File: src/core/usc_pkg.sv
// Shared constants and types of the serial transceiver register block.
// Assumes a 16-bit register image carried in the low half of a 32-bit bus.
package usc_pkg;
   // ==========================================================
   // Register byte addresses
   localparam logic [4:0] ADDR_MODE = 5'h00;
   localparam logic [4:0] ADDR_STAT = 5'h04;
   localparam logic [4:0] ADDR_TXD = 5'h08;
   localparam logic [4:0] ADDR_RXD = 5'h0c;
   localparam logic [4:0] ADDR_BAUD = 5'h10;
   // ==========================================================
   // Mode register fields
   localparam int MD_EN = 15;
   localparam int MD_INFRARED_CODEC_ON = 12;
   localparam int MD_PIN_LO = 8;
   localparam int MD_RX_IDLE_POLARITY = 4;
   localparam int MD_HIGH_SPEED_OVERSAMPLE_SEL = 3;
   localparam int MD_PD_LO = 1;
   localparam int MD_STOP_COUNT_SEL = 0;
   localparam logic [15:0] MODE_WMASK = 16'h931f;
   localparam logic [15:0] MODE_RST = 16'h0000;
   localparam logic [15:0] BAUD_RST = 16'h0000;
   // ==========================================================
   // Status and control fields
   localparam int ST_TXIS1 = 15;
   localparam int ST_TXINV = 14;
   localparam int ST_TXIS0 = 13;
   localparam int ST_BRK = 11;
   localparam int ST_TXEN = 10;
   localparam int ST_RXIS_LO = 6;
   localparam int ST_ADDRESS_DETECT_ON = 5;
   localparam int ST_OVERRUN_FLAG = 1;
   localparam logic [15:0] STAT_WMASK = 16'hece0;
   localparam logic [15:0] STAT_RST = 16'h0000;
   // ==========================================================
   // Codes
   localparam logic [1:0] PD_9N = 2'h3;
   localparam logic [1:0] TXI_EMPTY = 2'h2;
   localparam logic [1:0] TXI_DONE = 2'h1;
   localparam logic [1:0] TXI_EACH = 2'h0;
   localparam logic [1:0] RXI_FULL = 2'h3;
   localparam logic [2:0] RX_LVL_FULL = 3'h4;
   localparam logic [2:0] RX_LVL_3Q = 3'h3;
   localparam logic [1:0] RESP_OKAY = 2'h0;
   localparam logic [1:0] RESP_SLVERR = 2'h2;
   // ==========================================================
   // Timing
   localparam logic [4:0] OVS_HI = 5'h04;
   localparam logic [4:0] OVS_STD = 5'h10;
   localparam int BRK_ZEROS = 12;
   localparam logic [4:0] LEN_BASE = 5'h0a;
   localparam logic [4:0] BRK_LEN = 5'(BRK_ZEROS + 2);
   localparam int TXEN_IRQ_DLY = 2;
   typedef enum logic {USC_TX_IDLE = 1'b0, USC_TX_SHIFT = 1'b1} usc_tx_state_t;
   typedef enum logic {USC_RX_IDLE = 1'b0, USC_RX_RUN = 1'b1} usc_rx_state_t;
endpackage

File: src/core/usc_uart.sv
// Serial transceiver with AXI4-Lite register access, transmit and receive queues.
// Assumes queue depths are powers of two and serial_in_pin_i is asynchronous.
// How it works
// RULE_01: Receive polarity bit set makes a low receive line the idle level.
// RULE_02: High-speed bit gives 4 baud ticks per bit, else 16.
// RULE_03: Parity/width field picks 9-bit, 8-bit odd, 8-bit even or 8-bit plain.
// RULE_04: Stop select bit set sends two stop bits, else one.
// RULE_05: Transmit event per mode: queue emptied, all shifted out, or every load.
// RULE_06: Transmit idle level follows polarity bit, sense flipped while codec is on.
// RULE_07: Break request sends start, twelve zeros, stop, then clears itself.
// RULE_08: Clearing transmit enable aborts sending, empties the queue, releases the pin.
// RULE_09: Transmit full flag is one only while the queue is full.
// RULE_10: Transmit done flag is one when shifter and queue are empty.
// RULE_11: Receive event per mode: four queued, three queued, or every character.
// RULE_12: Address detect in 9-bit mode keeps only characters with ninth bit set.
// RULE_13: Receiver idle flag is one unless a character is arriving.
// RULE_14: Parity and framing flags describe the character at the queue head.
// RULE_15: Overrun sets on a full queue; clearing it flushes queue and shifter.
// RULE_16: Data available flag is one while the receive queue holds a character.
// RULE_17: Transmit data takes eight bits low and the ninth bit at bit 8.
// RULE_18: Receive data shows eight bits low, ninth at bit 8, rest zero.
// RULE_19: Module enable off releases all pins and stops the logic.
// RULE_20: Reading receive data moves the next character and its flags up.
// RULE_21: Setting transmit enable raises a transmit event two cycles later.
// RULE_22: Software sends a break by a dummy write, then may queue a sync.
// RULE_23: Characters go out least bit first, parity after data, before stops.
// RULE_24: Receiver samples mid-bit and flags framing when first stop is low.
//
// Local design decisions: the AXI4-Lite slave port and the register addresses.
`timescale 1ns/1ps
module usc_fifo #(
   parameter int W = 11,
   parameter int D = 4
) (
   input wire logic clk_i,
   input wire logic sys_rst_i,
   input wire logic flush_i,
   input wire logic push_i,
   input wire logic pop_i,
   input wire logic [W-1:0] data_i,
   output logic [W-1:0] head_o,
   output logic [$clog2(D):0] cnt_o
);
   localparam int AW = $clog2(D);
   localparam logic [AW:0] FULL = (AW + 1)'(D);
   logic [W-1:0] mem_reg [D];
   logic [AW-1:0] wp_reg;
   logic [AW-1:0] rp_reg;
   logic [AW:0] cnt_reg;
   wire do_push = push_i & (cnt_reg != FULL);
   wire do_pop = pop_i & (cnt_reg != '0);
   always_ff @(posedge clk_i) begin
      if (sys_rst_i || flush_i) begin
         wp_reg <= '0;
         rp_reg <= '0;
         cnt_reg <= '0;
      end else begin
         wp_reg <= wp_reg + AW'(do_push);
         rp_reg <= rp_reg + AW'(do_pop);
         cnt_reg <= cnt_reg + (AW + 1)'(do_push) - (AW + 1)'(do_pop);
      end
   end
   always_ff @(posedge clk_i) begin
      if (sys_rst_i) begin
         for (int i = 0; i < D; i++) begin
            mem_reg[i] <= '0;
         end
      end else if (do_push) begin
         mem_reg[wp_reg] <= data_i;
      end
   end
   assign head_o = mem_reg[rp_reg];
   assign cnt_o = cnt_reg;
endmodule

module usc_uart #(
   parameter int TX_DEPTH = 4
) (
   input wire logic clk_i,
   input wire logic sys_rst_i,
   input wire logic s_axi_awvalid_i,
   output logic s_axi_awready_o,
   input wire logic [4:0] s_axi_awaddr_i,
   input wire logic s_axi_wvalid_i,
   output logic s_axi_wready_o,
   input wire logic [31:0] s_axi_wdata_i,
   input wire logic [3:0] s_axi_wstrb_i,
   output logic s_axi_bvalid_o,
   input wire logic s_axi_bready_i,
   output logic [1:0] s_axi_bresp_o,
   input wire logic s_axi_arvalid_i,
   output logic s_axi_arready_o,
   input wire logic [4:0] s_axi_araddr_i,
   output logic s_axi_rvalid_o,
   input wire logic s_axi_rready_i,
   output logic [31:0] s_axi_rdata_o,
   output logic [1:0] s_axi_rresp_o,
   input wire logic serial_in_pin_i,
   output logic serial_out_pin_o,
   output logic serial_out_oe_o,
   output logic [1:0] pin_usage_o,
   output logic tx_irq_o,
   output logic rx_irq_o
);
   import usc_pkg::*;
   localparam int RXD = 4;
   localparam int TAW = $clog2(TX_DEPTH);

   function automatic logic [15:0] wmerge(input logic [15:0] old, input logic [15:0] wd,
                                           input logic [3:0] st, input logic [15:0] m);
      logic [15:0] lane;
      lane = {{8{st[1]}}, {8{st[0]}}} & m;
      return (old & ~lane) | (wd & lane);
   endfunction

   // ==========================================================
   // Register bus
   logic [15:0] mode_reg;
   logic [15:0] stat_reg;
   logic [15:0] baud_reg;
   logic overrun_flag_reg;
   logic bvalid_reg;
   logic [1:0] bresp_reg;
   logic rvalid_reg;
   logic [31:0] rdata_reg;
   logic [1:0] rresp_reg;
   logic [TAW:0] tx_cnt;
   logic [8:0] tx_head;
   logic [2:0] rx_cnt;
   logic [10:0] rx_head;
   logic tx_done;
   logic brk_act_reg;
   usc_tx_state_t tx_st_reg;
   usc_rx_state_t rx_st_reg;

   wire wr_go = s_axi_awvalid_i & s_axi_wvalid_i & ~bvalid_reg;
   wire rd_go = s_axi_arvalid_i & ~rvalid_reg;
   wire wr_mode = wr_go & (s_axi_awaddr_i == ADDR_MODE);
   wire wr_stat = wr_go & (s_axi_awaddr_i == ADDR_STAT);
   wire wr_txd = wr_go & (s_axi_awaddr_i == ADDR_TXD) & (|s_axi_wstrb_i[1:0]);
   wire wr_baud = wr_go & (s_axi_awaddr_i == ADDR_BAUD);
   wire wr_hit = wr_mode | wr_stat | wr_baud | (wr_go & (s_axi_awaddr_i == ADDR_TXD));
   wire rd_rxd = rd_go & (s_axi_araddr_i == ADDR_RXD);
   wire [15:0] wd16 = s_axi_wdata_i[15:0];

   wire en = mode_reg[MD_EN];
   wire nine = mode_reg[MD_PD_LO+:2] == PD_9N;
   wire par_on = ^mode_reg[MD_PD_LO+:2];
   wire odd_sel = mode_reg[MD_PD_LO+1];
   wire txen = stat_reg[ST_TXEN];
   wire brk = stat_reg[ST_BRK];
   wire [1:0] txis = {stat_reg[ST_TXIS1], stat_reg[ST_TXIS0]};
   wire [1:0] rxis = stat_reg[ST_RXIS_LO+:2];
   wire tx_full = tx_cnt == (TAW + 1)'(TX_DEPTH);
   wire tx_empty = tx_cnt == '0;
   wire rx_empty = rx_cnt == '0;
   wire tx_all_done = tx_empty & (tx_st_reg == USC_TX_IDLE);
   wire rx_idle_flag = rx_st_reg == USC_RX_IDLE;
   // RULE_15 Overrun clear flush
   wire overrun_flag_clr = wr_stat & s_axi_wstrb_i[0] & ~wd16[ST_OVERRUN_FLAG] & overrun_flag_reg;
   // RULE_14 Head error flags
   wire parity_error_flag_h = rx_head[9] & ~rx_empty;
   wire framing_error_flag_h = rx_head[10] & ~rx_empty;
   // RULE_09 RULE_10 RULE_13 RULE_16 Status image
   wire [15:0] stat_rd = {stat_reg[15:13], 1'b0, stat_reg[11:10], tx_full, tx_all_done,
                          stat_reg[7:5], rx_idle_flag, parity_error_flag_h, framing_error_flag_h, overrun_flag_reg, ~rx_empty};
   // RULE_18 Receive data image
   wire [15:0] rxd_rd = {7'h00, rx_head[8:0]};
   wire [15:0] rd_mux = (s_axi_araddr_i == ADDR_MODE) ? mode_reg :
                        (s_axi_araddr_i == ADDR_STAT) ? stat_rd :
                        (s_axi_araddr_i == ADDR_RXD) ? rxd_rd :
                        (s_axi_araddr_i == ADDR_BAUD) ? baud_reg : 16'h0000;
   wire rd_hit = (s_axi_araddr_i == ADDR_MODE) | (s_axi_araddr_i == ADDR_STAT) |
                 (s_axi_araddr_i == ADDR_RXD) | (s_axi_araddr_i == ADDR_BAUD) |
                 (s_axi_araddr_i == ADDR_TXD);

   // RULE_07 Break request self clear
   wire [15:0] stat_next = wr_stat ? wmerge(stat_reg, wd16, s_axi_wstrb_i, STAT_WMASK) :
                           (tx_done & brk_act_reg) ? (stat_reg & ~(16'h0001 << ST_BRK)) :
                           stat_reg;

   always_ff @(posedge clk_i) begin
      if (sys_rst_i) begin
         mode_reg <= MODE_RST;
         stat_reg <= STAT_RST;
         baud_reg <= BAUD_RST;
         bvalid_reg <= 1'b0;
         bresp_reg <= RESP_OKAY;
         rvalid_reg <= 1'b0;
         rdata_reg <= '0;
         rresp_reg <= RESP_OKAY;
      end else begin
         if (wr_mode) begin
            mode_reg <= wmerge(mode_reg, wd16, s_axi_wstrb_i, MODE_WMASK);
         end
         if (wr_baud) begin
            baud_reg <= wmerge(baud_reg, wd16, s_axi_wstrb_i, 16'hffff);
         end
         stat_reg <= stat_next;
         if (wr_go) begin
            bvalid_reg <= 1'b1;
            bresp_reg <= wr_hit ? RESP_OKAY : RESP_SLVERR;
         end else if (s_axi_bready_i) begin
            bvalid_reg <= 1'b0;
         end
         if (rd_go) begin
            rvalid_reg <= 1'b1;
            rdata_reg <= {16'h0000, rd_mux};
            rresp_reg <= rd_hit ? RESP_OKAY : RESP_SLVERR;
         end else if (s_axi_rready_i) begin
            rvalid_reg <= 1'b0;
         end
      end
   end
   assign s_axi_awready_o = wr_go;
   assign s_axi_wready_o = wr_go;
   assign s_axi_bvalid_o = bvalid_reg;
   assign s_axi_bresp_o = bresp_reg;
   assign s_axi_arready_o = ~rvalid_reg;
   assign s_axi_rvalid_o = rvalid_reg;
   assign s_axi_rdata_o = rdata_reg;
   assign s_axi_rresp_o = rresp_reg;

   // ==========================================================
   // Baud generator
   logic [15:0] div_reg;
   wire tick = en & (div_reg == baud_reg);
   // RULE_02 Oversampling rate
   wire [4:0] ovs_max = mode_reg[MD_HIGH_SPEED_OVERSAMPLE_SEL] ? OVS_HI - 5'h01 : OVS_STD - 5'h01;
   wire [4:0] ovs_mid = mode_reg[MD_HIGH_SPEED_OVERSAMPLE_SEL] ? OVS_HI >> 1 : OVS_STD >> 1;
   always_ff @(posedge clk_i) begin
      if (sys_rst_i || tick || !en) begin
         div_reg <= '0;
      end else begin
         div_reg <= div_reg + 16'h0001;
      end
   end

   // ==========================================================
   // Transmitter
   logic txen_q_reg;
   logic [1:0] txen_pipe_reg;
   logic [15:0] frame_reg;
   logic [4:0] bits_reg;
   logic [4:0] tx_ovs_reg;
   logic tx_irq_reg;
   logic out_reg;
   logic oe_reg;
   // RULE_08 Abort on disable
   wire tx_flush = (txen_q_reg & ~txen) | ~en;
   wire tx_load = en & txen & ~tx_empty & (tx_st_reg == USC_TX_IDLE);
   wire bit_end = tick & (tx_ovs_reg == ovs_max);
   assign tx_done = bit_end & (bits_reg == 5'h01) & (tx_st_reg == USC_TX_SHIFT);
   // RULE_23 RULE_03 Frame with parity slot
   wire pbit = (^tx_head[7:0]) ^ odd_sel;
   wire slot = nine ? tx_head[8] : (par_on ? pbit : 1'b1);
   wire [15:0] frame_n = {6'h3f, slot, tx_head[7:0], 1'b0};
   // RULE_04 Stop count
   wire [4:0] len_n = LEN_BASE + 5'(nine | par_on) + 5'(mode_reg[MD_STOP_COUNT_SEL]);

   // RULE_17 Transmit data capture
   usc_fifo #(.W(9), .D(TX_DEPTH)) u_txq (
      .clk_i(clk_i),
      .sys_rst_i(sys_rst_i),
      .flush_i(tx_flush),
      .push_i(wr_txd),
      .pop_i(tx_load),
      .data_i(wd16[8:0]),
      .head_o(tx_head),
      .cnt_o(tx_cnt)
   );

   always_ff @(posedge clk_i) begin
      if (sys_rst_i || tx_flush) begin
         tx_st_reg <= USC_TX_IDLE;
         frame_reg <= 16'hffff;
         bits_reg <= '0;
         tx_ovs_reg <= '0;
         brk_act_reg <= 1'b0;
      end else if (tx_load) begin
         tx_st_reg <= USC_TX_SHIFT;
         tx_ovs_reg <= '0;
         brk_act_reg <= brk;
         // RULE_07 Break frame
         frame_reg <= brk ? 16'hffff << (BRK_ZEROS + 1) : frame_n;
         bits_reg <= brk ? BRK_LEN : len_n;
      end else if (tx_st_reg == USC_TX_SHIFT && tick) begin
         tx_ovs_reg <= bit_end ? 5'h00 : tx_ovs_reg + 5'h01;
         if (bit_end) begin
            frame_reg <= {1'b1, frame_reg[15:1]};
            bits_reg <= bits_reg - 5'h01;
            if (bits_reg == 5'h01) begin
               tx_st_reg <= USC_TX_IDLE;
            end
         end
      end
   end

   always_ff @(posedge clk_i) begin
      if (sys_rst_i) begin
         txen_q_reg <= 1'b0;
         txen_pipe_reg <= '0;
         tx_irq_reg <= 1'b0;
         out_reg <= 1'b1;
         oe_reg <= 1'b0;
      end else begin
         txen_q_reg <= txen;
         // RULE_21 Enable event delay
         txen_pipe_reg <= {txen_pipe_reg[0], txen & ~txen_q_reg};
         // RULE_05 Transmit event modes
         tx_irq_reg <= (tx_load & (txis == TXI_EACH)) |
                       (tx_load & (txis == TXI_EMPTY) & (tx_cnt == (TAW + 1)'(1))) |
                       (tx_done & (txis == TXI_DONE) & tx_empty);
         // RULE_06 Idle level sense
         out_reg <= ((tx_st_reg == USC_TX_SHIFT) ? frame_reg[0] : 1'b1) ^
                    stat_reg[ST_TXINV] ^ mode_reg[MD_INFRARED_CODEC_ON];
         // RULE_08 RULE_19 Pin ownership
         oe_reg <= en & txen;
      end
   end
   assign tx_irq_o = tx_irq_reg | txen_pipe_reg[TXEN_IRQ_DLY-1];
   assign serial_out_pin_o = out_reg;
   assign serial_out_oe_o = oe_reg;
   assign pin_usage_o = en ? mode_reg[MD_PIN_LO+:2] : 2'h0;

   // ==========================================================
   // Receiver
   logic [2:0] sync_reg;
   logic filt_reg;
   logic [4:0] rx_ovs_reg;
   logic [4:0] idx_reg;
   logic [8:0] sh_reg;
   logic rx_irq_reg;
   // RULE_01 Receive polarity
   wire line = filt_reg ^ mode_reg[MD_RX_IDLE_POLARITY];
   wire samp = tick & (rx_ovs_reg == ovs_mid) & (rx_st_reg == USC_RX_RUN);
   wire [4:0] stop_idx = LEN_BASE - 5'h01 + 5'(nine | par_on);
   wire at_stop = samp & (idx_reg == stop_idx);
   wire slot_rx = nine | par_on;
   wire [7:0] rx_d8 = slot_rx ? sh_reg[7:0] : sh_reg[8:1];
   wire rx_parity_error_flag = par_on & (sh_reg[8] ^ (^rx_d8) ^ odd_sel);
   // RULE_12 Address filter
   wire accept = ~(stat_reg[ST_ADDRESS_DETECT_ON] & nine & ~sh_reg[8]);
   wire rx_full = rx_cnt == 3'(RXD);
   wire rx_push = at_stop & accept & ~rx_full;
   wire rx_ovf = at_stop & accept & rx_full;
   wire rx_flush = overrun_flag_clr | ~en;

   // RULE_20 Read advances head
   usc_fifo #(.W(11), .D(RXD)) u_rxq (
      .clk_i(clk_i),
      .sys_rst_i(sys_rst_i),
      .flush_i(rx_flush),
      .push_i(rx_push),
      .pop_i(rd_rxd),
      .data_i({~line, rx_parity_error_flag, nine & sh_reg[8], rx_d8}),
      .head_o(rx_head),
      .cnt_o(rx_cnt)
   );

   always_ff @(posedge clk_i) begin
      if (sys_rst_i) begin
         sync_reg <= 3'h7;
         filt_reg <= 1'b1;
      end else begin
         sync_reg <= {sync_reg[1:0], serial_in_pin_i};
         if (sync_reg[1] == sync_reg[2]) begin
            filt_reg <= sync_reg[2];
         end
      end
   end

   // RULE_24 Mid-bit sampling
   always_ff @(posedge clk_i) begin
      if (sys_rst_i || rx_flush) begin
         rx_st_reg <= USC_RX_IDLE;
         rx_ovs_reg <= '0;
         idx_reg <= '0;
         sh_reg <= '0;
      end else if (rx_st_reg == USC_RX_IDLE) begin
         if (!line) begin
            rx_st_reg <= USC_RX_RUN;
            rx_ovs_reg <= '0;
            idx_reg <= '0;
         end
      end else if (tick) begin
         rx_ovs_reg <= (rx_ovs_reg == ovs_max) ? 5'h00 : rx_ovs_reg + 5'h01;
         if (samp) begin
            idx_reg <= idx_reg + 5'h01;
            if ((idx_reg == '0 && line) || at_stop) begin
               rx_st_reg <= USC_RX_IDLE;
            end else if (idx_reg != '0) begin
               sh_reg <= {line, sh_reg[8:1]};
            end
         end
      end
   end

   always_ff @(posedge clk_i) begin
      if (sys_rst_i) begin
         overrun_flag_reg <= 1'b0;
         rx_irq_reg <= 1'b0;
      end else begin
         // RULE_15 Overrun set wins
         overrun_flag_reg <= rx_ovf | (overrun_flag_reg & ~overrun_flag_clr);
         // RULE_11 Receive event modes
         rx_irq_reg <= rx_push & (~rxis[1] |
                       ((rxis == RXI_FULL) ? (rx_cnt + 3'h1 == RX_LVL_FULL) :
                                             (rx_cnt + 3'h1 == RX_LVL_3Q)));
      end
   end
   assign rx_irq_o = rx_irq_reg;
endmodule

File: config.mk
export PLATFORM = sky130hd
export DESIGN_NAME = usc_uart
export DESIGN_NICKNAME = d
export VERILOG_FILES = /design/src/core/usc_pkg.sv /design/src/core/usc_uart.sv
export SDC_FILE = /design/constraint.sdc
export NUM_CORES = 1
export LEC_CHECK = 0
export BUFFER_PORTS_ARGS = -buffer_cell sky130_fd_sc_hd__buf_4
export CAP_MARGIN = 5
export CELL_PAD_IN_SITES_DETAIL_PLACEMENT = 0
export CELL_PAD_IN_SITES_GLOBAL_PLACEMENT = 2
export CORE_ASPECT_RATIO = 2
export CORE_MARGIN = 2
export CORE_UTILIZATION = 40
export CTS_BUF_LIST = sky130_fd_sc_hd__clkbuf_8
export DETAILED_ROUTE_END_ITERATION = 8
export PLACE_DENSITY = 0.93
export SYNTH_ARGS = -nofsm -noshare
export SYNTH_HDL_FRONTEND = slang
export SYNTH_SLANG_ARGS = --single-unit
File: constraint.sdc
create_clock -name clk_i -period 3.98 [get_ports clk_i]
set_input_delay 0.995 -clock clk_i [delete_from_list [all_inputs] [get_ports clk_i]]
set_output_delay 0.995 -clock clk_i [all_outputs]
set_load 0.02 [all_outputs]
==> reports/summary.log, run 1 <==
[run_status] outcome completed
[floorplanning] die outline width 117 um
[setup_path] slowest cell on the critical path sky130_fd_sc_hd__ha_1
[setup_path] Crit path arrival time 3.62 ns
[sta] transition time at the pin with the least slew margin 0.825 ns
[setup_path] Crit Path Class flop to flop
[setup_path] kind of start point of the critical path flop
[logic_synthesis] sequential share of the synthesized area 0.507
[cts] CTS resizes 0
[logic_synthesis] top cell type by total area after synthesis sky130_fd_sc_hd__dfxtp_1
[sta] clk_skew 0.0224 ns
[setup_path] Worst path max stage delay 0.55 ns
[global_routing] total gr overflow 0
[cts] number of setup buffers added after CTS 0
[finish] Layout fillers 2,393
[setup_path] Critical Path End u_rxq.cnt_o[2]
[setup_path] kind of end point of the critical path flop
[logic_synthesis] number of flops mapped to enable cells by yosys 80
[route] drt first pass iters 5
[global_routing] Total GRT Usage 0.197
[sta] final setup violating endpoints 0
[setup_path] list of cells traversed by the critical path inv_1 -> ha_1 -> and3b_1 -> o211ai_1 -> a31oi_1 -> and2_1 -> and3_1 -> ha_1 -> inv_1 -> fa_1 -> xor2_1 -> xnor2_1 -> nor2_1
[sta] final count of hold timing violations 0
[logic_synthesis] warning count from the yosys run 0
[setup_path] dominant delay contributor by cell family on the critical path adder cells
[global_routing] wire length of the first global-routing pass 40.7 mm
[route] detailed-route via count 7,504
[cts] CTS tree yes
[sta] setup repair after global routing missed its margin no
[logic_synthesis] Post-Synthesis Mean Instance Area 10.5 um^2
[setup_path] end of the worst register-to-register path u_rxq.cnt_o[2]
[cts] Post-CTS Hold Buffers 0
[min_path] class of the worst hold path flop to flop
[logic_synthesis] cell area after technology mapping 0.0103 mm^2
[finish] ANT cells 0
[sta] remaining max-slew budget at the tightest pin 0.449
[logic_synthesis] most used flip-flop cell after synthesis sky130_fd_sc_hd__dfxtp_1
[setup_path] setup slack of the worst register-to-register path 0.79 ns
[setup_path] cells on worst reg2reg path 13
[floorplanning] Die Area 0.0270 mm^2
[route] DRC violations left 0
[cts] root cell of the clock tree sky130_fd_sc_hd__clkbuf_8
[sta] share of the cycle needed by the critical path after routing 0.801
[logic_synthesis] Simple-Gate Fraction of Synth Area 0.188
[cts] Sinks on Clock Net 220
[finish] fraction of final layout cells with drive strength greater than 1 0.163
[logic_synthesis] XOR/XNOR Fraction of Synth Area 0.0525
[cts] clock latency on the worst-skew pair 0.55 ns
[power_and_ir_drop] power density normalized to cell area 376 mW/mm^2
[logic_synthesis] Distinct cells, synth 67
[logic_synthesis] area fraction of the dominant cell type after synthesis 0.273
[sta] fin crit period 3.19 ns
[floorplanning] IO Count 101
[setup_path] CP Data Required Time 4.41 ns
[route] final WL 25.5 mm
[logic_synthesis] multiplexer area fraction after synthesis 0.104
[global_routing] vias in the first global route 7,389
[finish] synthesis-to-finish area growth 14.5%
[route] Final ANT Viol Nets 0
[sta] final count of pins violating max slew 0
[global_routing] largest net degree at the start of global routing 40
[global_routing] number of antenna violations at the first check in global routing 0
[placement] # port buffers 64
[finish] final-stage net count 1,135
[cts] clock tree buffer depth 3
[logic_synthesis] share of flip-flops with an asynchronous set or reset after synthesis 0
[logic_synthesis] adder-cell share of the synthesized area 0.0283
[power_and_ir_drop] standby leakage power 4.55 nW
[floorplanning] total number of placement rows 83
[sta] final setup TNS 0 ns
[finish] final core utilization 0.462
[min_path] worst hold start sync_reg[0]
[logic_synthesis] register bit count reported by yosys 220
[logic_synthesis] Synth Instances 978
[placement] Post-DP HPWL 18.3 mm
[floorplanning] starting density of the core 0.404
[logic_synthesis] cell types occupying the most area after synthesis sky130_fd_sc_hd__dfxtp_1 27%, sky130_fd_sc_hd__edfxtp_1 23%, sky130_fd_sc_hd__mux2i_1 5.9%
[floorplanning] core area 0.0254 mm^2
[route] number of DRC markers after the initial detailed-route iteration 526
[setup_path] worst path buffer plus inverter count 2
[run] number of maximum-capacitance constraint violations 0
[sta] peak clock frequency supported by timing 314 MHz
[logic_synthesis] largest family of logic cells by synthesized area simple AND/OR/NAND/NOR gates
[setup_path] maximum fanout along the worst path 11
[cts] TritonCTS buffer count 34
[cts] CTS clk-pin slew, worst paths 0.06 ns
[setup_path] cell count along the critical path 13
[power_and_ir_drop] maximum vdd ir drop 0.000295 V
[logic_synthesis] compound-gate portion of the synthesized area 0.0771
[route] via/cell ratio 5.27
[placement] Placer Congestion 0.822
[floorplanning] height of the die 231 um
[route] drt wl/cell 17.9 um
[cts] H-tree depth 2
==> final cells by class <==
| cell class | instances | area [um^2] | area share |
|---|---|---|---|
| clock buffers | 39 | 537 | 0.0456 |
| clock inverters | 21 | 97.6 | 0.00830 |
| inverters | 33 | 124 | 0.0105 |
| multi-input cells | 681 | 4710 | 0.400 |
| flip-flops and latches | 220 | 5200 | 0.443 |
| well taps | 340 | 425 | 0.0362 |
| repair buffers | 89 | 668 | 0.0568 |
==> report_power, final <==
part           total (mW)  internal [mW]  switching [mW]
clock network        1.80          0.901           0.901
logic               0.235         0.0899           0.145
registers            2.39           2.37          0.0195
==> kinds of logic after synthesis <==
group                      after synthesis
AOI/OAI and AO/OA                      116
xor gates and xnor gates                60
adders and majority gates               22
buffers and inverters                   94
DFF                                    220
muxes                                   82
other                                    1
and+or+nand+nor                        383
==> how the worst min path moves through the flow <==
stage	end	depth (start not counted)
after detailed placement	sync_reg[1]	1
after CTS	sync_reg[1]	1
final	sync_reg[1]	1
after global routing	sync_reg[1]	1
after floorplan	sync_reg[1]	1
after global placement	sync_reg[1]	1
==> synth_stat cells (9+ instances only) <==
| library cell | instances |
|---|---|
| sky130_fd_sc_hd__a211oi_1 | 9 |
| sky130_fd_sc_hd__edfxtp_1 | 80 |
| sky130_fd_sc_hd__nor2b_1 | 9 |
| sky130_fd_sc_hd__nor3_1 | 23 |
| sky130_fd_sc_hd__nor2_1 | 148 |
| sky130_fd_sc_hd__ha_1 | 20 |
| sky130_fd_sc_hd__mux4_2 | 20 |
| sky130_fd_sc_hd__a221oi_1 | 12 |
| sky130_fd_sc_hd__and2_1 | 45 |
| sky130_fd_sc_hd__inv_1 | 32 |
| sky130_fd_sc_hd__o21ai_0 | 20 |
| sky130_fd_sc_hd__nand2_1 | 42 |
| sky130_fd_sc_hd__clkbuf_1 | 32 |
| sky130_fd_sc_hd__mux2i_1 | 61 |
| sky130_fd_sc_hd__nand4_1 | 15 |
| sky130_fd_sc_hd__nand3_1 | 25 |
| sky130_fd_sc_hd__dfxtp_1 | 140 |
| sky130_fd_sc_hd__a21oi_1 | 32 |
| sky130_fd_sc_hd__and3_1 | 12 |
| sky130_fd_sc_hd__xor2_1 | 17 |
| sky130_fd_sc_hd__buf_4 | 19 |
| sky130_fd_sc_hd__xnor2_1 | 42 |
==> through the flow <==
step | setup slack (ns) | total power [mW] | area (um^2) | hold slack [ns] | std cells
floorplan | 0.640 | 2.57 | 10300 | 0.389 | 995
global route | 0.541 | 4.57 | 11800 | 0.429 | 1423
CTS | 0.816 | 4.47 | 11800 | 0.422 | 1423
global placement | 0.597 | 2.67 | 11100 | 0.399 | 1363
finish | 0.792 | 4.43 | 11800 | 0.416 | 1423
detailed placement | 0.539 | 2.68 | 11100 | 0.404 | 1363
==> cells in the final DEF (no fill, tap or decap), types with 8 or more instances in the layout <==
cell and instances:
sky130_fd_sc_hd__nor3_1 23, sky130_fd_sc_hd__a21oi_1 32, sky130_fd_sc_hd__xor2_1 17, sky130_fd_sc_hd__clkbuf_8 39, sky130_fd_sc_hd__or2_2 8, sky130_fd_sc_hd__nor2b_1 9, sky130_fd_sc_hd__mux4_2 20, sky130_fd_sc_hd__ha_1 20
sky130_fd_sc_hd__buf_4 89, sky130_fd_sc_hd__edfxtp_1 80, sky130_fd_sc_hd__nand2_1 42, sky130_fd_sc_hd__and2_1 45, sky130_fd_sc_hd__nand3_1 25, sky130_fd_sc_hd__and3_1 12, sky130_fd_sc_hd__a211oi_1 9, sky130_fd_sc_hd__nor2_1 148
sky130_fd_sc_hd__a221oi_1 12, sky130_fd_sc_hd__xnor2_1 42, sky130_fd_sc_hd__nand2b_1 8, sky130_fd_sc_hd__o21ai_0 19, sky130_fd_sc_hd__conb_1 18, sky130_fd_sc_hd__nand4_1 15, sky130_fd_sc_hd__inv_1 45, sky130_fd_sc_hd__mux2i_1 61
sky130_fd_sc_hd__dfxtp_1 140
==> per-layer routing <==
metal / vias up / track usage / share of wire
met5: - / 0 / 0
met4: 0 / 0.0643 / 0.025
met3: 45 / 0.0302 / 0.049
met2: 193 / 0.300 / 0.47
met1: 3633 / 0.285 / 0.45
li1: 3633 / - / -
No activity file was read; power rests on OpenSTA's default activity.
==> run 2, diff against run 1 <==
--- a/config.mk
+++ b/config.mk
@@ -11,10 +11,10 @@
 export CELL_PAD_IN_SITES_GLOBAL_PLACEMENT = 2
 export CORE_ASPECT_RATIO = 2
 export CORE_MARGIN = 2
-export CORE_UTILIZATION = 40
+export CORE_UTILIZATION = 36
 export CTS_BUF_LIST = sky130_fd_sc_hd__clkbuf_8
 export DETAILED_ROUTE_END_ITERATION = 8
-export PLACE_DENSITY = 0.93
+export PLACE_DENSITY = 0.89
 export SYNTH_ARGS = -nofsm -noshare
 export SYNTH_HDL_FRONTEND = slang
 export SYNTH_SLANG_ARGS = --single-unit
==> constraint.sdc (replaced) <==
create_clock -name clk_i -period 2.7 [get_ports clk_i]
set_input_delay 0.675 -clock clk_i [delete_from_list [all_inputs] [get_ports clk_i]]
set_output_delay 0.675 -clock clk_i [all_outputs]
set_load 0.02 [all_outputs]
==> reports/summary.log, run 2 (same netlist as run 1, synthesis figures left out) <==
[run_status] outcome completed
[route] drt first pass iters 5 [unchanged]
[global_routing] total gr overflow 0 [unchanged]
[setup_path] Crit path arrival time 3.01 ns [-0.61 ns]
[finish] final-stage net count 1,184 [+4.3%]
[placement] # port buffers 64 [unchanged]
[global_routing] largest net degree at the start of global routing 34 [-15%]
[floorplanning] total number of placement rows 87 [+4.8%]
[run] number of maximum-capacitance constraint violations 0 [unchanged]
[global_routing] wire length of the first global-routing pass 43.9 mm [+7.8%]
[global_routing] vias in the first global route 7,804 [+5.6%]
[floorplanning] IO Count 101 [unchanged]
[cts] H-tree depth 1 [-1]
[min_path] worst hold start serial_in_pin_i
[route] final WL 28.2 mm [+11%]
[cts] clock latency on the worst-skew pair 0.60 ns [+0.05 ns]
[finish] synthesis-to-finish area growth 19.3%
[cts] Sinks on Clock Net 220 [unchanged]
[placement] Placed Instances 1,429 [+4.8%]
[route] Final ANT Viol Nets 0 [unchanged]
[cts] TritonCTS buffer count 31 [-8.8%]
[setup_path] maximum fanout along the worst path 3 [-8]
[floorplanning] Die Area 0.0300 mm^2 [+11%]
[sta] final count of hold timing violations 0 [unchanged]
[cts] CTS clk-pin slew, worst paths 0.07 ns [about the same]
[floorplanning] height of the die 243 um [+5.3%]
[route] DRC violations left 0 [unchanged]
[floorplanning] die outline width 123 um [+5.2%]
[route] drt wl/cell 18.9 um [+5.8%]
[cts] root cell of the clock tree sky130_fd_sc_hd__clkbuf_8
[route] via/cell ratio 5.13 [-2.8%]
[power_and_ir_drop] maximum vdd ir drop 0.000291 V [-1.4%]
[floorplanning] starting density of the core 0.366 [-0.0380]
[sta] clk_skew 0.0149 ns [-0.00751 ns]
[placement] Post-DP HPWL 22.0 mm [+21%]
[min_path] class of the worst hold path primary input to flop
[sta] peak clock frequency supported by timing 396 MHz [+26%]
[finish] commonest cells after routing, fill and taps aside 148 x sky130_fd_sc_hd__nor2_1, 141 x sky130_fd_sc_hd__buf_4, 137 x sky130_fd_sc_hd__dfxtp_1
[cts] clock tree buffer depth 3 [unchanged]
[cts] CTS tree yes
[route] number of DRC markers after the initial detailed-route iteration 406 [-23%]
[setup_path] CP Data Required Time 3.19 ns [-1.22 ns]
[placement] Placer Congestion 0.863 [+5.0%]
[power_and_ir_drop] power density normalized to cell area 537 mW/mm^2 [+43%]
[floorplanning] core area 0.0281 mm^2 [+10%]
[setup_path] kind of end point of the critical path flop
[sta] final count of pins violating max slew 0 [unchanged]
[global_routing] Total GRT Usage 0.194 [-0.00295]
[power_and_ir_drop] standby leakage power 4.79 nW [+5.3%]
[sta] setup repair after global routing missed its margin no
[setup_path] kind of start point of the critical path flop
[cts] Post-CTS Hold Buffers 0 [unchanged]
[global_routing] number of antenna violations at the first check in global routing 1 [+1]
[sta] transition time at the pin with the least slew margin 0.736 ns [-0.0885 ns]
[finish] most common cell after layout, fill and taps aside sky130_fd_sc_hd__nor2_1
[sta] remaining max-slew budget at the tightest pin 0.507 [+0.0579]
[finish] fraction of final layout cells with drive strength greater than 1 0.215 [+0.0528]
[finish] non-filler instance count after layout 1,490 [+4.7%]
[sta] share of the cycle needed by the critical path after routing 0.935 [+0.134]
[sta] fin crit period 2.52 ns [-0.664 ns]
[sta] hold slack 0.251 ns [-0.165 ns]
[sta] final setup violating endpoints 0 [unchanged]
[setup_path] Crit Path Class flop to flop
[route] detailed-route via count 7,641 [+1.8%]
[run 2: cell types whose count changed in the layout (fill, tap and decap cells not counted), moves of 3 or more]
cell,change
sky130_fd_sc_hd__inv_1,-9
sky130_fd_sc_hd__buf_4,+52
sky130_fd_sc_hd__dfxtp_2,+3
sky130_fd_sc_hd__clkbuf_8,-5
sky130_fd_sc_hd__clkinv_2,+3
sky130_fd_sc_hd__dfxtp_1,-3
sky130_fd_sc_hd__clkinv_1,+5
[run 2: power by group]
group | total (mW) | internal (mW) | switching (mW)
clock network | 2.69 | 1.37 | 1.33
registers | 3.52 | 3.49 | 0.0287
logic | 0.366 | 0.145 | 0.221
[run 2: area by class of cell]
| cell class | count | area (um^2) |
|---|---|---|
| clock buffers | 34 | 468 |
| inverters | 33 | 124 |
| diodes | 1 | 2.50 |
| clock inverters | 24 | 168 |
| repair buffers | 141 | 1060 |
| multi-input cells | 681 | 4780 |
| fillers | 2750 | 15800 |
| flip-flops and latches | 220 | 5210 |
| well taps | 356 | 445 |
[run 2: worst max-delay path: stages, from the launching register on]
cell and delay (ns):
sky130_fd_sc_hd__dfxtp_2 0.37, sky130_fd_sc_hd__xor2_1 0.18, sky130_fd_sc_hd__nor4_2 0.32, sky130_fd_sc_hd__and2_4 0.21, sky130_fd_sc_hd__and4_4 0.23, sky130_fd_sc_hd__and3_4 0.19
sky130_fd_sc_hd__ha_1 0.13, sky130_fd_sc_hd__inv_1 0.04, sky130_fd_sc_hd__fa_1 0.37, sky130_fd_sc_hd__xor2_1 0.16, sky130_fd_sc_hd__xnor2_1 0.15, sky130_fd_sc_hd__nor2_1 0.05
[run 2: per-layer routing]
| metal | up-vias | track usage | wire length [um] |
|---|---|---|---|
| li1 | 3714 | - | - |
| met1 | 3710 | 0.200 | 10200 |
| met2 | 176 | 0.382 | 16200 |
| met3 | 41 | 0.0197 | 862 |
| met4 | 0 | 0.0775 | 955 |
| met5 | - | 0 | 0 |
[run 2: metrics by stage]
step                setup TNS (ns)  utilization  area, um^2  setup WS [ns]  total power [mW]
floorplan                    -2.90            -       10400         -0.132              3.79
global placement            -0.148        0.411       11600        -0.0861              3.96
detailed placement          -0.182        0.411       11600        -0.0984              3.96
CTS                              0        0.434       12200        0.00157              6.65
global route                     0        0.436       12300        0.00818              6.80
finish                           0        0.436       12300          0.176              6.58
[run 2: worst paths after layout]
check             slack [ns]  depth (start not counted)              to
hold / removal          0.25                          2     sync_reg[0]
setup / recovery        0.18                         11  u_rxq.cnt_o[2]
setup reg to reg        0.18                         11  u_rxq.cnt_o[2]
hold reg to reg         0.42                          1     sync_reg[1]
[run 2: what timing repair did]
action / 4_1_cts / 5_1_grt
setup buffers: 0 / 2
gates resized for setup: 0 / 14
setup endpoints to repair: 0 / 41
==> run 3, diff against run 2 <==
--- a/config.mk
+++ b/config.mk
@@ -10,7 +10,7 @@
 export CELL_PAD_IN_SITES_DETAIL_PLACEMENT = 0
 export CELL_PAD_IN_SITES_GLOBAL_PLACEMENT = 2
 export CORE_ASPECT_RATIO = 2
-export CORE_MARGIN = 2
+export CORE_MARGIN = 5
 export CORE_UTILIZATION = 36
 export CTS_BUF_LIST = sky130_fd_sc_hd__clkbuf_8
 export DETAILED_ROUTE_END_ITERATION = 8
==> reports/summary.log, run 3 (same netlist as run 1, synthesis figures left out) <==
[cts] clock tree buffer depth 3 [unchanged]
[sta] final count of pins violating max slew 0 [unchanged]
[route] drt wl/cell 19.4 um [+2.4%]
[power_and_ir_drop] standby leakage power 4.84 nW [+1.1%]
[global_routing] number of antenna violations at the first check in global routing 1 [unchanged]
[global_routing] wire length of the first global-routing pass 44.7 mm [+1.9%]
[route] drt first pass iters 7 [+2]
[setup_path] dominant delay contributor by cell family on the critical path simple AND/OR/NAND/NOR gates
[setup_path] kind of start point of the critical path flop
[sta] peak clock frequency supported by timing 381 MHz [-3.8%]
[floorplanning] starting density of the core 0.364 [-0.00141]
[power_and_ir_drop] Power Total 6.59 mW [about the same]
[setup_path] slowest cell on the critical path sky130_fd_sc_hd__dfxtp_2
[sta] remaining max-slew budget at the tightest pin 0.497 [-0.0103]
[route] via/cell ratio 5.21 [+1.5%]
[placement] Placer Congestion 0.898 [+4.1%]
[power_and_ir_drop] maximum vdd ir drop 0.000246 V [-15%]
[global_routing] largest net degree at the start of global routing 34 [unchanged]
[placement] Placed Instances 1,434 [+0.35%]
[finish] fraction of final layout cells with drive strength greater than 1 0.211 [-0.00414]
[min_path] class of the worst hold path primary input to flop
[setup_path] library cell appearing most often on the critical path sky130_fd_sc_hd__buf_4
[floorplanning] IO Count 101 [unchanged]
[route] number of DRC markers after the initial detailed-route iteration 427 [+5.2%]
[cts] clock latency on the worst-skew pair 0.54 ns [-0.06 ns]
[cts] Post-CTS Hold Buffers 0 [unchanged]
[finish] commonest cells after routing, fill and taps aside 148 x sky130_fd_sc_hd__nor2_1, 146 x sky130_fd_sc_hd__buf_4, 138 x sky130_fd_sc_hd__dfxtp_1
[setup_path] list of cells traversed by the critical path xor2_1 -> nor4_1 -> and2_1 -> buf_4 -> nand4_1 -> buf_4 -> o31ai_4 -> clkbuf_4
[floorplanning] height of the die 249 um [+2.5%]
[setup_path] worst path buffer plus inverter count 3 [+2]
[floorplanning] die outline width 129 um [+4.9%]
[setup_path] Crit path arrival time 2.87 ns [-0.14 ns]
[floorplanning] core area 0.0282 mm^2 [+0.39%]
[finish] non-filler instance count after layout 1,498 [+0.54%]
[cts] TritonCTS buffer count 34 [+9.7%]
[global_routing] Total GRT Usage 0.180 [-0.0139]
[route] detailed-route via count 7,798 [+2.1%]
[sta] fin crit period 2.62 ns [+0.0996 ns]
[cts] H-tree depth 2 [+1]
[setup_path] Worst path max stage delay 0.36 ns [about the same]
[setup_path] kind of end point of the critical path flop
[run_status] outcome completed
[sta] final count of hold timing violations 0 [unchanged]
[floorplanning] Die Area 0.0322 mm^2 [+7.5%]
[cts] Sinks on Clock Net 220 [unchanged]
[sta] share of the cycle needed by the critical path after routing 0.972 [+0.0369]
[run] number of maximum-capacitance constraint violations 0 [unchanged]
[floorplanning] total number of placement rows 87 [unchanged]
[cts] root cell of the clock tree sky130_fd_sc_hd__clkbuf_8
[placement] Post-DP HPWL 22.5 mm [+2.0%]
[cts] CTS clk-pin slew, worst paths 0.07 ns [about the same]
[sta] transition time at the pin with the least slew margin 0.752 ns [+0.0160 ns]
[route] DRC violations left 0 [unchanged]
[finish] most common cell after layout, fill and taps aside sky130_fd_sc_hd__nor2_1
[power_and_ir_drop] power density normalized to cell area 535 mW/mm^2 [-0.47%]
[route] final WL 29.1 mm [+3.0%]
[placement] # port buffers 64 [unchanged]
[setup_path] Crit Path Class flop to flop
[cts] CTS tree yes
[sta] final setup violating endpoints 0 [unchanged]
[sta] clk_skew 0.0362 ns [+0.0213 ns]
[global_routing] total gr overflow 0 [unchanged]
[setup_path] maximum fanout along the worst path 11 [+8]
[global_routing] vias in the first global route 7,928 [+1.6%]
[finish] Layout fillers 2,695 [-2.0%]
[finish] synthesis-to-finish area growth 19.9%
[route] Final ANT Viol Nets 0 [unchanged]
[finish] final-stage net count 1,194 [+0.84%]
[setup_path] CP Data Required Time 2.94 ns [-0.25 ns]
run 3: cell types whose count changed in the layout (fill, tap and decap cells not counted), sizes merged:
cell / change
clkinv: -6
clkinvlp: -1
clkbuf: +6
bufinv: -1
inv: +5
buf: +5
run 3: repair_timing:
action | in CTS | in global routing
buffers inserted | 0 | 2
endpoints found under the setup margin | 0 | 34
gates resized for setup | 0 | 16
run 3: cell type report:
| cell class | count | area, um^2 | share of cell area |
|---|---|---|---|
| flip-flops and latches | 220 | 5210 | 0.423 |
| diodes | 1 | 2.50 | 0.000203 |
| inverters | 33 | 124 | 0.0101 |
| multi-input cells | 681 | 4780 | 0.388 |
| clock inverters | 21 | 119 | 0.00965 |
| clock buffers | 38 | 523 | 0.0425 |
| well taps | 356 | 445 | 0.0362 |
| repair buffers | 148 | 1110 | 0.0902 |
run 3: metrics by stage:
| step | hold WS [ns] | setup WS, ns | util | cell area [um^2] | setup TNS, ns |
|---|---|---|---|---|---|
| detailed placement | 0.397 | -0.0586 | 0.411 | 11600 | -0.0636 |
| CTS | 0.294 | 0.00619 | 0.434 | 12200 | 0 |
| finish | 0.318 | 0.0763 | 0.437 | 12300 | 0 |
| global placement | 0.395 | -0.0717 | 0.411 | 11600 | -0.0763 |
| floorplan | 0.389 | -0.132 | - | 10400 | -2.90 |
| global route | 0.308 | -0.00323 | 0.437 | 12300 | -0.00323 |
run 3: where the power goes:
| group | total, mW | switching [mW] | internal [mW] |
|---|---|---|---|
| Clock | 2.70 | 1.30 | 1.39 |
| Sequential | 3.52 | 0.0289 | 3.50 |
| Combinational | 0.368 | 0.224 | 0.144 |
| Total | 6.59 | 1.56 | 5.03 |
run 3: routing by layer:
| layer | vias up | share of wire | GRT usage | wire length (um) |
|---|---|---|---|---|
| met4 | 0 | 0.058 | 0.101 | 1670 |
| met1 | 3804 | 0.33 | 0.176 | 9710 |
| met5 | - | 0 | 0 | 0 |
| li1 | 3727 | - | - | - |
| met3 | 76 | 0.034 | 0.0185 | 1000 |
| met2 | 191 | 0.57 | 0.352 | 16700 |
run 3: worst reg2reg max path, delay by kind of cell, from the launching register on:
family	cells	cell delay, ns
AND/OR/NAND/NOR	3	0.77
buffers and inverters	3	0.72
flip-flops	1	0.36
AO/OA/AOI/OAI	1	0.31
XOR/XNOR	1	0.18
run 3: worst paths after layout:
check / start / end / slack [ns] / cells past startpoint
max: flop / u_rxq.mem_reg[2][1] / 0.08 / 8
min: serial_in_pin_i / sync_reg[0] / 0.32 / 2
max reg2reg: flop / u_rxq.mem_reg[2][1] / 0.08 / 8
min reg2reg: sync_reg[0] / sync_reg[1] / 0.41 / 1
